[config.mk]
export PLATFORM = sky130hd
export DESIGN_NAME = gpx_top
export DESIGN_NICKNAME = d
export VERILOG_FILES = /design/src/rtl/gpx_pkg.sv /design/src/rtl/gpx_sync.sv /design/src/rtl/gpx_bank.sv /design/src/rtl/gpx_top.sv
export VERILOG_INCLUDE_DIRS = /design/src /design/src/rtl
export SDC_FILE = /design/constraint.sdc
export NUM_CORES = 1
export LEC_CHECK = 0
export CAP_MARGIN = 20
export CORE_AREA = 10 10 150 180
export CTS_CLUSTER_DIAMETER = 40
export DETAILED_ROUTE_END_ITERATION = 8
export DIE_AREA = 0 0 160 190
export DONT_BUFFER_PORTS = 1
export PLACE_DENSITY = 0.53
export RECOVER_POWER = 50
export SYNTH_ARGS = -nofsm -noshare
export SYNTH_HDL_FRONTEND = slang
export SYNTH_SLANG_ARGS = --single-unit
[constraint.sdc]
create_clock -name aclk -period 1.82 [get_ports aclk]
set_input_delay 0.091 -clock aclk [delete_from_list [all_inputs] [get_ports aclk]]
set_output_delay 0.091 -clock aclk [all_outputs]
set_load 0.02 [all_outputs]
[src/rtl/gpx_defs.svh]
// Constants for the bank E to H general-purpose pin block
`ifndef GPX_DEFS_SVH
`define GPX_DEFS_SVH
// Register indices; byte address is index times four
`define GPX_IDX_E_LATCH 6'h08
`define GPX_IDX_F_LATCH 6'h09
`define GPX_IDX_G_LATCH 6'h0A
`define GPX_IDX_H_LATCH 6'h0B
`define GPX_IDX_E_DIR 6'h0C
`define GPX_IDX_F_DIR 6'h0D
`define GPX_IDX_G_DIR 6'h0E
`define GPX_IDX_H_DIR 6'h0F
`define GPX_E_W 8
`define GPX_F_W 6
`define GPX_G_W 4
`define GPX_H_W 4
`define GPX_DIR_RST 8'h00
`define GPX_RESP_OKAY 2'h0
`define GPX_RESP_SLVERR 2'h2
`define GPX_BIT_SCI_TX 2
`define GPX_BIT_SCI_RX 1
`define GPX_BIT_SS 0
`endif

[src/rtl/gpx_pkg.sv]
// Types shared by the pin block
package gpx_pkg;
  typedef enum logic [1:0] {
    GPX_WR_IDLE = 2'b00,
    GPX_WR_RESP = 2'b01
  } gpx_wr_state_t;
endpackage

[src/rtl/gpx_sync.sv]
// Two-flop synchroniser for a group of pin inputs
`timescale 1ns/1ps
module gpx_sync #(
  parameter int W = 8
) (
  // Clock
  input wire logic aclk,
  input wire logic ce,
  // Data
  input wire logic [W-1:0] d,
  output logic [W-1:0] q
);
  logic [W-1:0] meta_ff;
  logic [W-1:0] q_ff;
  // No reset: pin levels are unknown until sampled anyway
  always_ff @(posedge aclk) begin
    if (ce) begin
      meta_ff <= d;
      q_ff <= meta_ff;
    end
  end
  assign q = q_ff;
endmodule

[src/rtl/gpx_bank.sv]
// One pin bank: latch, direction, drive selection and read mux
`timescale 1ns/1ps
module gpx_bank #(
  parameter int W = 8
) (
  // Clock and reset
  input wire logic aclk,
  input wire logic aresetn,
  input wire logic ce,
  // Register writes
  input wire logic latch_we,
  input wire logic dir_we,
  input wire logic [W-1:0] wdata,
  // Peripheral ownership per pin
  input wire logic [W-1:0] per_own,
  input wire logic [W-1:0] per_drive,
  input wire logic [W-1:0] per_out,
  // Pins, already synchronised
  input wire logic [W-1:0] pin_sync,
  output logic [W-1:0] nxt_pin_out,
  output logic [W-1:0] nxt_pin_oe_n,
  // Read side
  output logic [W-1:0] rd_data,
  output logic [W-1:0] dir_q
);
  logic [W-1:0] latch_ff;
  logic [W-1:0] dir_ff;
  logic [W-1:0] drive_en;
  // Latch has no reset so its contents survive a reset
  always_ff @(posedge aclk) begin
    if (ce && latch_we) begin
      latch_ff <= wdata;
    end
  end
  always_ff @(posedge aclk) begin
    if (!aresetn) begin
      dir_ff <= '0;
    end else if (ce && dir_we) begin
      dir_ff <= wdata;
    end
  end
  assign drive_en = (per_own & per_drive) | (~per_own & dir_ff);
  assign nxt_pin_out = (per_own & per_out) | (~per_own & latch_ff);
  assign nxt_pin_oe_n = ~drive_en;
  assign rd_data = (dir_ff & latch_ff) | (~dir_ff & pin_sync);
  assign dir_q = dir_ff;
endmodule

[src/rtl/gpx_top.sv]
// General-purpose pin banks E to H with an AXI4-Lite register slave
//
// Implementation choice: the AXI4-Lite register port.
`timescale 1ns/1ps
`include "gpx_defs.svh"
module gpx_top
  import gpx_pkg::*;
(
  // Clock, reset, enable
  input wire logic aclk,
  input wire logic aresetn,
  input wire logic ce,
  // AXI4-Lite write address
  input wire logic [7:0] s_axi_awaddr,
  input wire logic s_axi_awvalid,
  output logic s_axi_awready,
  // AXI4-Lite write data
  input wire logic [31:0] s_axi_wdata,
  input wire logic [3:0] s_axi_wstrb,
  input wire logic s_axi_wvalid,
  output logic s_axi_wready,
  // AXI4-Lite write response
  output logic [1:0] s_axi_bresp,
  output logic s_axi_bvalid,
  input wire logic s_axi_bready,
  // AXI4-Lite read address
  input wire logic [7:0] s_axi_araddr,
  input wire logic s_axi_arvalid,
  output logic s_axi_arready,
  // AXI4-Lite read data
  output logic [31:0] s_axi_rdata,
  output logic [1:0] s_axi_rresp,
  output logic s_axi_rvalid,
  input wire logic s_axi_rready,
  // Bank E pins
  input wire logic [7:0] bank_e_bit_in,
  output logic [7:0] bank_e_bit_out,
  output logic [7:0] bank_e_bit_oe_n,
  // Bank F pins
  input wire logic [5:0] bank_f_bit_in,
  output logic [5:0] bank_f_bit_out,
  output logic [5:0] bank_f_bit_oe_n,
  // Bank G pins
  input wire logic [3:0] bank_g_bit_in,
  output logic [3:0] bank_g_bit_out,
  output logic [3:0] bank_g_bit_oe_n,
  // Bank H pins
  input wire logic [3:0] bank_h_bit_in,
  output logic [3:0] bank_h_bit_out,
  output logic [3:0] bank_h_bit_oe_n,
  // Timer ownership of bank E pins 7..3
  input wire logic [4:0] timer_own,
  input wire logic [4:0] timer_drive,
  input wire logic [4:0] timer_out,
  // Serial interface
  input wire logic serial_interface_enable,
  input wire logic sci_txd,
  // SPI
  input wire logic spi_enable_bit,
  input wire logic spi_master_select,
  input wire logic [3:0] spi_drive,
  input wire logic [3:0] spi_out,
  // Synchronised pin levels for the peripherals
  output logic [7:0] bank_e_pin_level,
  output logic [5:0] bank_f_pin_level
);

  // ************************************************************
  // AXI4-Lite write channel
  // ************************************************************
  gpx_wr_state_t wr_state_ff;
  gpx_wr_state_t nxt_wr_state;
  logic aw_got_ff;
  logic w_got_ff;
  logic [7:0] aw_addr_ff;
  logic [31:0] w_data_ff;
  logic [3:0] w_strb_ff;
  logic awready_ff;
  logic wready_ff;
  logic bvalid_ff;
  logic [1:0] bresp_ff;
  logic aw_hs;
  logic w_hs;
  logic wr_fire;
  logic [5:0] wr_idx;
  logic wr_hit;
  logic wr_lane0;

  assign aw_hs = s_axi_awvalid && awready_ff;
  assign w_hs = s_axi_wvalid && wready_ff;
  // Fire once both halves are held; address and data may arrive in either order
  assign wr_fire = ce && (wr_state_ff == GPX_WR_IDLE) && aw_got_ff && w_got_ff;
  assign wr_idx = aw_addr_ff[7:2];
  assign wr_hit = (wr_idx >= `GPX_IDX_E_LATCH) && (wr_idx <= `GPX_IDX_H_DIR) && (aw_addr_ff[1:0] == 2'h0);
  // Every register sits in byte lane 0
  assign wr_lane0 = w_strb_ff[0];

  always_comb begin
    nxt_wr_state = wr_state_ff;
    case (wr_state_ff)
      GPX_WR_IDLE: begin
        if (wr_fire) begin
          nxt_wr_state = GPX_WR_RESP;
        end
      end
      GPX_WR_RESP: begin
        if (ce && s_axi_bready) begin
          nxt_wr_state = GPX_WR_IDLE;
        end
      end
      default: begin
        nxt_wr_state = GPX_WR_IDLE;
      end
    endcase
  end

  always_ff @(posedge aclk) begin
    if (!aresetn) begin
      wr_state_ff <= GPX_WR_IDLE;
      aw_got_ff <= 1'b0;
      w_got_ff <= 1'b0;
      aw_addr_ff <= 8'h00;
      w_data_ff <= 32'h00000000;
      w_strb_ff <= 4'h0;
      awready_ff <= 1'b0;
      wready_ff <= 1'b0;
      bvalid_ff <= 1'b0;
      bresp_ff <= `GPX_RESP_OKAY;
    end else if (ce) begin
      wr_state_ff <= nxt_wr_state;
      awready_ff <= !aw_got_ff && !aw_hs && (wr_state_ff == GPX_WR_IDLE);
      wready_ff <= !w_got_ff && !w_hs && (wr_state_ff == GPX_WR_IDLE);
      if (aw_hs) begin
        aw_got_ff <= 1'b1;
        aw_addr_ff <= s_axi_awaddr;
      end
      if (w_hs) begin
        w_got_ff <= 1'b1;
        w_data_ff <= s_axi_wdata;
        w_strb_ff <= s_axi_wstrb;
      end
      if (wr_fire) begin
        aw_got_ff <= 1'b0;
        w_got_ff <= 1'b0;
        bvalid_ff <= 1'b1;
        bresp_ff <= wr_hit ? `GPX_RESP_OKAY : `GPX_RESP_SLVERR;
      end else if (bvalid_ff && s_axi_bready) begin
        bvalid_ff <= 1'b0;
      end
    end
  end

  assign s_axi_awready = awready_ff;
  assign s_axi_wready = wready_ff;
  assign s_axi_bvalid = bvalid_ff;
  assign s_axi_bresp = bresp_ff;

  // Per-register write enables
  logic we_ok;
  logic [7:0] wbyte;
  assign we_ok = wr_fire && wr_hit && wr_lane0;
  assign wbyte = w_data_ff[7:0];

  // ************************************************************
  // Pin synchronisers
  // ************************************************************
  logic [7:0] e_sync;
  logic [5:0] f_sync;
  logic [3:0] g_sync;
  logic [3:0] h_sync;
  gpx_sync #(.W(`GPX_E_W)) u_sync_e (.aclk(aclk), .ce(ce), .d(bank_e_bit_in), .q(e_sync));
  gpx_sync #(.W(`GPX_F_W)) u_sync_f (.aclk(aclk), .ce(ce), .d(bank_f_bit_in), .q(f_sync));
  gpx_sync #(.W(`GPX_G_W)) u_sync_g (.aclk(aclk), .ce(ce), .d(bank_g_bit_in), .q(g_sync));
  gpx_sync #(.W(`GPX_H_W)) u_sync_h (.aclk(aclk), .ce(ce), .d(bank_h_bit_in), .q(h_sync));

  // ************************************************************
  // Peripheral pin ownership
  // ************************************************************
  logic [7:0] e_own;
  logic [7:0] e_pdrv;
  logic [7:0] e_pout;
  logic [5:0] f_own;
  logic [5:0] f_pdrv;
  logic [5:0] f_pout;
  logic ss_owned;
  // Receive pin is input only while the serial interface holds it
  assign e_own = {timer_own, serial_interface_enable, serial_interface_enable, 1'b0};
  assign e_pdrv = {timer_drive, 1'b1, 1'b0, 1'b0};
  assign e_pout = {timer_out, sci_txd, 1'b0, 1'b0};
  // Slave select is free only when the SPI is off; in master mode it is still held, undriven
  assign ss_owned = spi_enable_bit && !spi_master_select;
  assign f_own = {2'b00, {3{spi_enable_bit}}, ss_owned};
  // Bit 0 in master mode: still not steered by its direction bit while enabled
  assign f_pdrv = {2'b00, spi_drive[3:1], 1'b0};
  assign f_pout = {2'b00, spi_out[3:0]};
  logic [5:0] f_own_drv;
  assign f_own_drv = f_own | {5'b00000, spi_enable_bit};

  // ************************************************************
  // Banks
  // ************************************************************
  logic [7:0] e_rd;
  logic [5:0] f_rd;
  logic [3:0] g_rd;
  logic [3:0] h_rd;
  logic [7:0] e_dir;
  logic [5:0] f_dir;
  logic [3:0] g_dir;
  logic [3:0] h_dir;
  logic [7:0] e_nout;
  logic [7:0] e_noe;
  logic [5:0] f_nout;
  logic [5:0] f_noe;
  logic [3:0] g_nout;
  logic [3:0] g_noe;
  logic [3:0] h_nout;
  logic [3:0] h_noe;

  gpx_bank #(.W(`GPX_E_W)) u_bank_e (
    .aclk(aclk), .aresetn(aresetn), .ce(ce),
    .latch_we(we_ok && (wr_idx == `GPX_IDX_E_LATCH)),
    .dir_we(we_ok && (wr_idx == `GPX_IDX_E_DIR)),
    .wdata(wbyte),
    .per_own(e_own), .per_drive(e_pdrv), .per_out(e_pout),
    .pin_sync(e_sync), .nxt_pin_out(e_nout), .nxt_pin_oe_n(e_noe),
    .rd_data(e_rd), .dir_q(e_dir)
  );
  gpx_bank #(.W(`GPX_F_W)) u_bank_f (
    .aclk(aclk), .aresetn(aresetn), .ce(ce),
    .latch_we(we_ok && (wr_idx == `GPX_IDX_F_LATCH)),
    .dir_we(we_ok && (wr_idx == `GPX_IDX_F_DIR)),
    .wdata(wbyte[5:0]),
    .per_own(f_own_drv), .per_drive(f_pdrv), .per_out(f_pout),
    .pin_sync(f_sync), .nxt_pin_out(f_nout), .nxt_pin_oe_n(f_noe),
    .rd_data(f_rd), .dir_q(f_dir)
  );
  gpx_bank #(.W(`GPX_G_W)) u_bank_g (
    .aclk(aclk), .aresetn(aresetn), .ce(ce),
    .latch_we(we_ok && (wr_idx == `GPX_IDX_G_LATCH)),
    .dir_we(we_ok && (wr_idx == `GPX_IDX_G_DIR)),
    .wdata(wbyte[3:0]),
    .per_own(4'h0), .per_drive(4'h0), .per_out(4'h0),
    .pin_sync(g_sync), .nxt_pin_out(g_nout), .nxt_pin_oe_n(g_noe),
    .rd_data(g_rd), .dir_q(g_dir)
  );
  gpx_bank #(.W(`GPX_H_W)) u_bank_h (
    .aclk(aclk), .aresetn(aresetn), .ce(ce),
    .latch_we(we_ok && (wr_idx == `GPX_IDX_H_LATCH)),
    .dir_we(we_ok && (wr_idx == `GPX_IDX_H_DIR)),
    .wdata(wbyte[3:0]),
    .per_own(4'h0), .per_drive(4'h0), .per_out(4'h0),
    .pin_sync(h_sync), .nxt_pin_out(h_nout), .nxt_pin_oe_n(h_noe),
    .rd_data(h_rd), .dir_q(h_dir)
  );

  // ************************************************************
  // Registered pin outputs
  // ************************************************************
  // One flop after the mux keeps the pads glitch free; pads float during reset
  logic [7:0] e_out_ff;
  logic [7:0] e_oe_n_ff;
  logic [5:0] f_out_ff;
  logic [5:0] f_oe_n_ff;
  logic [3:0] g_out_ff;
  logic [3:0] g_oe_n_ff;
  logic [3:0] h_out_ff;
  logic [3:0] h_oe_n_ff;
  logic [7:0] e_lvl_ff;
  logic [5:0] f_lvl_ff;
  always_ff @(posedge aclk) begin
    if (!aresetn) begin
      e_out_ff <= 8'h00;
      e_oe_n_ff <= 8'hFF;
      f_out_ff <= 6'h00;
      f_oe_n_ff <= 6'h3F;
      g_out_ff <= 4'h0;
      g_oe_n_ff <= 4'hF;
      h_out_ff <= 4'h0;
      h_oe_n_ff <= 4'hF;
      e_lvl_ff <= 8'h00;
      f_lvl_ff <= 6'h00;
    end else if (ce) begin
      e_out_ff <= e_nout;
      e_oe_n_ff <= e_noe;
      f_out_ff <= f_nout;
      f_oe_n_ff <= f_noe;
      g_out_ff <= g_nout;
      g_oe_n_ff <= g_noe;
      h_out_ff <= h_nout;
      h_oe_n_ff <= h_noe;
      e_lvl_ff <= e_sync;
      f_lvl_ff <= f_sync;
    end
  end
  assign bank_e_bit_out = e_out_ff;
  assign bank_e_bit_oe_n = e_oe_n_ff;
  assign bank_f_bit_out = f_out_ff;
  assign bank_f_bit_oe_n = f_oe_n_ff;
  assign bank_g_bit_out = g_out_ff;
  assign bank_g_bit_oe_n = g_oe_n_ff;
  assign bank_h_bit_out = h_out_ff;
  assign bank_h_bit_oe_n = h_oe_n_ff;
  assign bank_e_pin_level = e_lvl_ff;
  assign bank_f_pin_level = f_lvl_ff;

  // ************************************************************
  // AXI4-Lite read channel
  // ************************************************************
  logic arready_ff;
  logic rvalid_ff;
  logic [31:0] rdata_ff;
  logic [1:0] rresp_ff;
  logic ar_hs;
  logic [5:0] rd_idx;
  logic [7:0] rd_mux;
  logic rd_hit;
  assign ar_hs = ce && s_axi_arvalid && arready_ff;
  assign rd_idx = s_axi_araddr[7:2];
  assign rd_hit = (rd_idx >= `GPX_IDX_E_LATCH) && (rd_idx <= `GPX_IDX_H_DIR) && (s_axi_araddr[1:0] == 2'h0);
  assign rd_mux =
    (rd_idx == `GPX_IDX_E_LATCH) ? e_rd :
    (rd_idx == `GPX_IDX_F_LATCH) ? {2'b00, f_rd} :
    (rd_idx == `GPX_IDX_G_LATCH) ? {4'h0, g_rd} :
    (rd_idx == `GPX_IDX_H_LATCH) ? {4'h0, h_rd} :
    (rd_idx == `GPX_IDX_E_DIR) ? e_dir :
    (rd_idx == `GPX_IDX_F_DIR) ? {2'b00, f_dir} :
    (rd_idx == `GPX_IDX_G_DIR) ? {4'h0, g_dir} :
    (rd_idx == `GPX_IDX_H_DIR) ? {4'h0, h_dir} : 8'h00;

  always_ff @(posedge aclk) begin
    if (!aresetn) begin
      arready_ff <= 1'b0;
      rvalid_ff <= 1'b0;
      rdata_ff <= 32'h00000000;
      rresp_ff <= `GPX_RESP_OKAY;
    end else if (ce) begin
      arready_ff <= !rvalid_ff && !ar_hs;
      if (ar_hs) begin
        rvalid_ff <= 1'b1;
        rdata_ff <= {24'h000000, rd_mux};
        rresp_ff <= rd_hit ? `GPX_RESP_OKAY : `GPX_RESP_SLVERR;
      end else if (rvalid_ff && s_axi_rready) begin
        rvalid_ff <= 1'b0;
      end
    end
  end
  assign s_axi_arready = arready_ff;
  assign s_axi_rvalid = rvalid_ff;
  assign s_axi_rdata = rdata_ff;
  assign s_axi_rresp = rresp_ff;

  // ************************************************************
  // Assertions
  // ************************************************************
  property p_dir_reset;
    @(posedge aclk) !aresetn |=> (e_dir == `GPX_DIR_RST) && (f_dir == 6'h00) && (g_dir == 4'h0) && (h_dir == 4'h0);
  endproperty
  a_dir_reset: assert property (p_dir_reset) else $error("direction not cleared by reset");
  property p_gen_drive;
    @(posedge aclk) disable iff (!aresetn) ce && !serial_interface_enable && (timer_own == 5'h00)
      |=> bank_e_bit_oe_n == ~$past(e_dir);
  endproperty
  a_gen_drive: assert property (p_gen_drive) else $error("bank E drive differs from direction");
  property p_g_read;
    @(posedge aclk) disable iff (!aresetn) ar_hs && (rd_idx == `GPX_IDX_G_LATCH)
      |=> s_axi_rvalid && (s_axi_rdata[3:0] == $past(g_rd)) && (s_axi_rdata[31:4] == 28'h0);
  endproperty
  a_g_read: assert property (p_g_read) else $error("bank G read wrong");
  property p_f_read;
    @(posedge aclk) disable iff (!aresetn) ar_hs && (rd_idx == `GPX_IDX_F_LATCH)
      |=> s_axi_rdata[5:0] == (($past(f_dir) & $past(u_bank_f.latch_ff)) | (~$past(f_dir) & $past(f_sync)));
  endproperty
  a_f_read: assert property (p_f_read) else $error("bank F read source wrong");
  property p_ss_free;
    @(posedge aclk) disable iff (!aresetn) ce && !spi_enable_bit |=> bank_f_bit_oe_n[0] == ~$past(f_dir[0]);
  endproperty
  a_ss_free: assert property (p_ss_free) else $error("slave select pin not general");
  property p_spi_drive;
    @(posedge aclk) disable iff (!aresetn) ce && spi_enable_bit
      |=> bank_f_bit_oe_n[3:1] == ~$past(spi_drive[3:1]);
  endproperty
  a_spi_drive: assert property (p_spi_drive) else $error("SPI pin drive wrong");
  property p_latch_wr;
    @(posedge aclk) disable iff (!aresetn) we_ok && (wr_idx == `GPX_IDX_H_LATCH)
      |=> u_bank_h.latch_ff == $past(wbyte[3:0]);
  endproperty
  a_latch_wr: assert property (p_latch_wr) else $error("latch write lost");
  property p_bresp;
    @(posedge aclk) disable iff (!aresetn) wr_fire
      |=> s_axi_bvalid && (s_axi_bresp == ($past(wr_hit) ? `GPX_RESP_OKAY : `GPX_RESP_SLVERR));
  endproperty
  a_bresp: assert property (p_bresp) else $error("write response wrong");
  c_wr: cover property (@(posedge aclk) disable iff (!aresetn) s_axi_bvalid && s_axi_bready);
  c_rd: cover property (@(posedge aclk) disable iff (!aresetn) s_axi_rvalid && s_axi_rready);
  c_spi: cover property (@(posedge aclk) disable iff (!aresetn) spi_enable_bit && !spi_master_select);
endmodule

==> impl_metrics.ini <==
[synthesis]
ys_ff_latch = 181
synth-edff-count = 66
syn_avg_cell_area_um2 = 11.00
synth_cell_types = 45
synth-async-reset-ratio_pct = 0
ys.flop_type = dfxtp_1
syn_inst = 651
synthesis.area_um2 = 7163
synth_seq_area_share_pct = 59.81
ys_warn_count = 0

[final_layout]
stdcell_area_um2 = 9183
final_util_pct = 38.94
drive_gt1_share_pct = 10.71
instances_no_fill = 1096
layout_commonest_cell = nand2_1
syn2layout_area_growth_pct = 28.19
final_cell_mix = 117 x nand2_1, 115 x dfxtp_1, 108 x dlygate4sd3_1
nNetsFinal = 871

[detailed_routing]
routed_wl_um = 21190
via_per_inst = 4.620
drt_pass1_iterations = 4
num_vias = 5063
remaining_drc_errors = 0
drt-initial-drc-count = 350
final_antenna_net_count = 0
wl_per_cell_um = 19.33

[floorplan]
coreArea_um2 = 23580
die_w_um = 160
pin_count = 208
dieArea_um2 = 30400
initial_utilization_pct = 30.37
row_count = 62
die-height_um = 190

[clock_network]
max-clock-path-buffers = 2
clk_pin_slew_worst_paths_ps = 70
cts_root_buf = clkbuf_16
numCtsBuffers = 17
h-tree-depth = 4
clock-sinks = 181
clk_latency_ps = 440
cts_tree = built

[critical_path]
r2r-start = aw_addr_ff[7]
cp-end-kind = flip-flop
startpoint_type = flip-flop
crit_arrival_ps = 1860
rrSetupSlack_ps = 110
ff2ff_path_depth = 6
required_ps = 1970
path_class = reg -> reg
worst-path-max-fanout = 6
reg2reg_to = u_bank_f.latch_ff[0]

[sta]
tns_ps = 0
tightest_slew_ps = 505.4
skew_ps = 16.45
setup_viol = 0
fmax_ghz = 0.5845
slew_headroom_pct = 66.20
setup_ws_ps = 109.3
slew_violations = 0
period_needed_ps = 1711
hold_viol_final = 0
hold_slack_ps = 23.10
rsz0062_at_grt = no
period_share_pct = 94.00

[placement]
post-place-ws_ps = 23.24
dpl_cell_area_um2 = 7461
dp_cells = 952
globalplace.congestion = 0.7992
place_hpwl_um = 14640
io_buffers = 0

[global_routing]
track_usage_pct = 13.62
grt_pass1_wl_um = 31730
grt_pass1_vias = 5203
antenna_found_initial = 1
grt_start_max_net_pins = 93
overflow = 0

[pwr]
power.density_nw_per_um2 = 945.2
ir_worst_vdd_v = 0.0006359
total_power_mw = 8.679
leakagePower_nw = 3.462

[worst_hold_path]
min_to = s_axi_rdata[1]
min_path_type = in -> reg
worstHoldStart = s_axi_araddr[3]
min_path_cells = 3

[job]
max-cap-violations = 0

[status]
run_status = complete, no violations
[routing by layer]
layer	GRT usage (%)	part of all wire, %	vias to the layer above
met3	4.605	8.1	18
met5	0	0	-
met2	22.82	49	151
met1	16.07	41	2417
met4	4.526	1.6	0
li1	-	-	2477
[cell families (layout without fill, tap and decap cells)]
family                 after synthesis  count (layout)  share of synthesized area (%)
AOI/OAI and AO/OA                  102             102                          8.909
buffers and inverters               64             163                          4.873
DFF                                181             181                          59.81
muxes                               94              94                          13.48
other                                1              27                        0.05235
and+or+nand+nor                    209             209                          12.87
[registers in the layout, indices dropped and copies added, names as in the netlist, 8 cells and up]
signal and flops:
u_sync_e.meta_ff 8, bank_e_pin_level 8, aw_addr_ff 8, u_bank_e.latch_ff 8, s_axi_rdata 8, u_sync_e.q 8, w_data_ff 8, bank_e_bit_oe_n 8
u_bank_e.dir_q 8, bank_e_bit_out 8
[report_power, final]
part	internal (mW)	total [mW]	switching, mW	leakage [nW]
logic	0.298	0.575	0.277	1.65
registers	4.35	4.53	0.184	1.54
clock network	1.82	3.57	1.76	0.280
[worst max-delay path: stages (launching register included)]
cell and delay, ps:
dfxtp_1 310, or3_4 400, nor2_2 110, nand4b_1 110, buf_4 180, nor3b_2 140, buf_4 180
[worst max-delay path by stage]
stage	startpoint	cells past startpoint	end	slack, ps
6_report	aw_addr_ff[7]	6	u_bank_f.latch_ff[0]	110
5_1_grt	aw_addr_ff[7]	6	u_bank_h.dir_q[3]	10
4_1_cts	aw_addr_ff[7]	6	u_bank_g.latch_ff[1]	20
3_5_place_dp	aw_addr_ff[7]	6	u_bank_g.latch_ff[1]	20
3_3_place_gp	aw_addr_ff[7]	6	u_bank_g.latch_ff[0]	10
2_1_floorplan	aw_addr_ff[7]	4	u_bank_g.latch_ff[0]	2
[cells in the mapped netlist (2+ instances only)]
cell       instances  area, um2
and3_1             3      18.77
a2111oi_0          2      17.52
mux2i_1           74      740.7
a32o_1             2      20.02
clkbuf_1          26      97.59
o32ai_1            2      17.52
nand2b_1           6      37.54
a22oi_1            4      30.03
nand3_1            3      15.01
mux2_2            20      225.2
a31oi_1            3      18.77
o311ai_0           3      26.28
o22ai_1            6      37.54
nand4b_1           2      17.52
o21ai_0           29      145.1
edfxtp_1          66       1982
a21oi_1           26      130.1
nand2_1          117      439.2
o2bb2ai_1          3      26.28
nand3b_2           2      22.52
nand4_1            2      12.51
dfxtp_1          115       2302
buf_2              6      30.03
nor2b_1            5      31.28
buf_4             27      202.7
nand3b_1           2      15.01
a21boi_0           2      15.01
inv_1              2      7.510
nor3b_1            3      22.52
buf_1              3      11.26
nor2_1            53      198.9
nor3_1             6      30.03
a211oi_1          14      105.1
[area by class of cell]
cell class	count	area, um2
antenna	1	2.502
clock buffer	17	425.4
clock inverter	15	135.1
fill	2357	14400
inverter	2	7.507
multi-input combinational	431	2649
sequential	181	4284
tap	320	400.4
timing repair buffer	129	1279
[what timing repair did]
| action | in CTS | in global routing |
|---|---|---|
| hold buffers | 111 | 0 |
| hold endpoints to repair | 179 | 0 |
| setup endpoints to repair | 0 | 20 |
| gates resized for setup | 0 | 4 |
| buffers inserted | 0 | 1 |
Note: power is estimated with default switching activity, not from simulation.
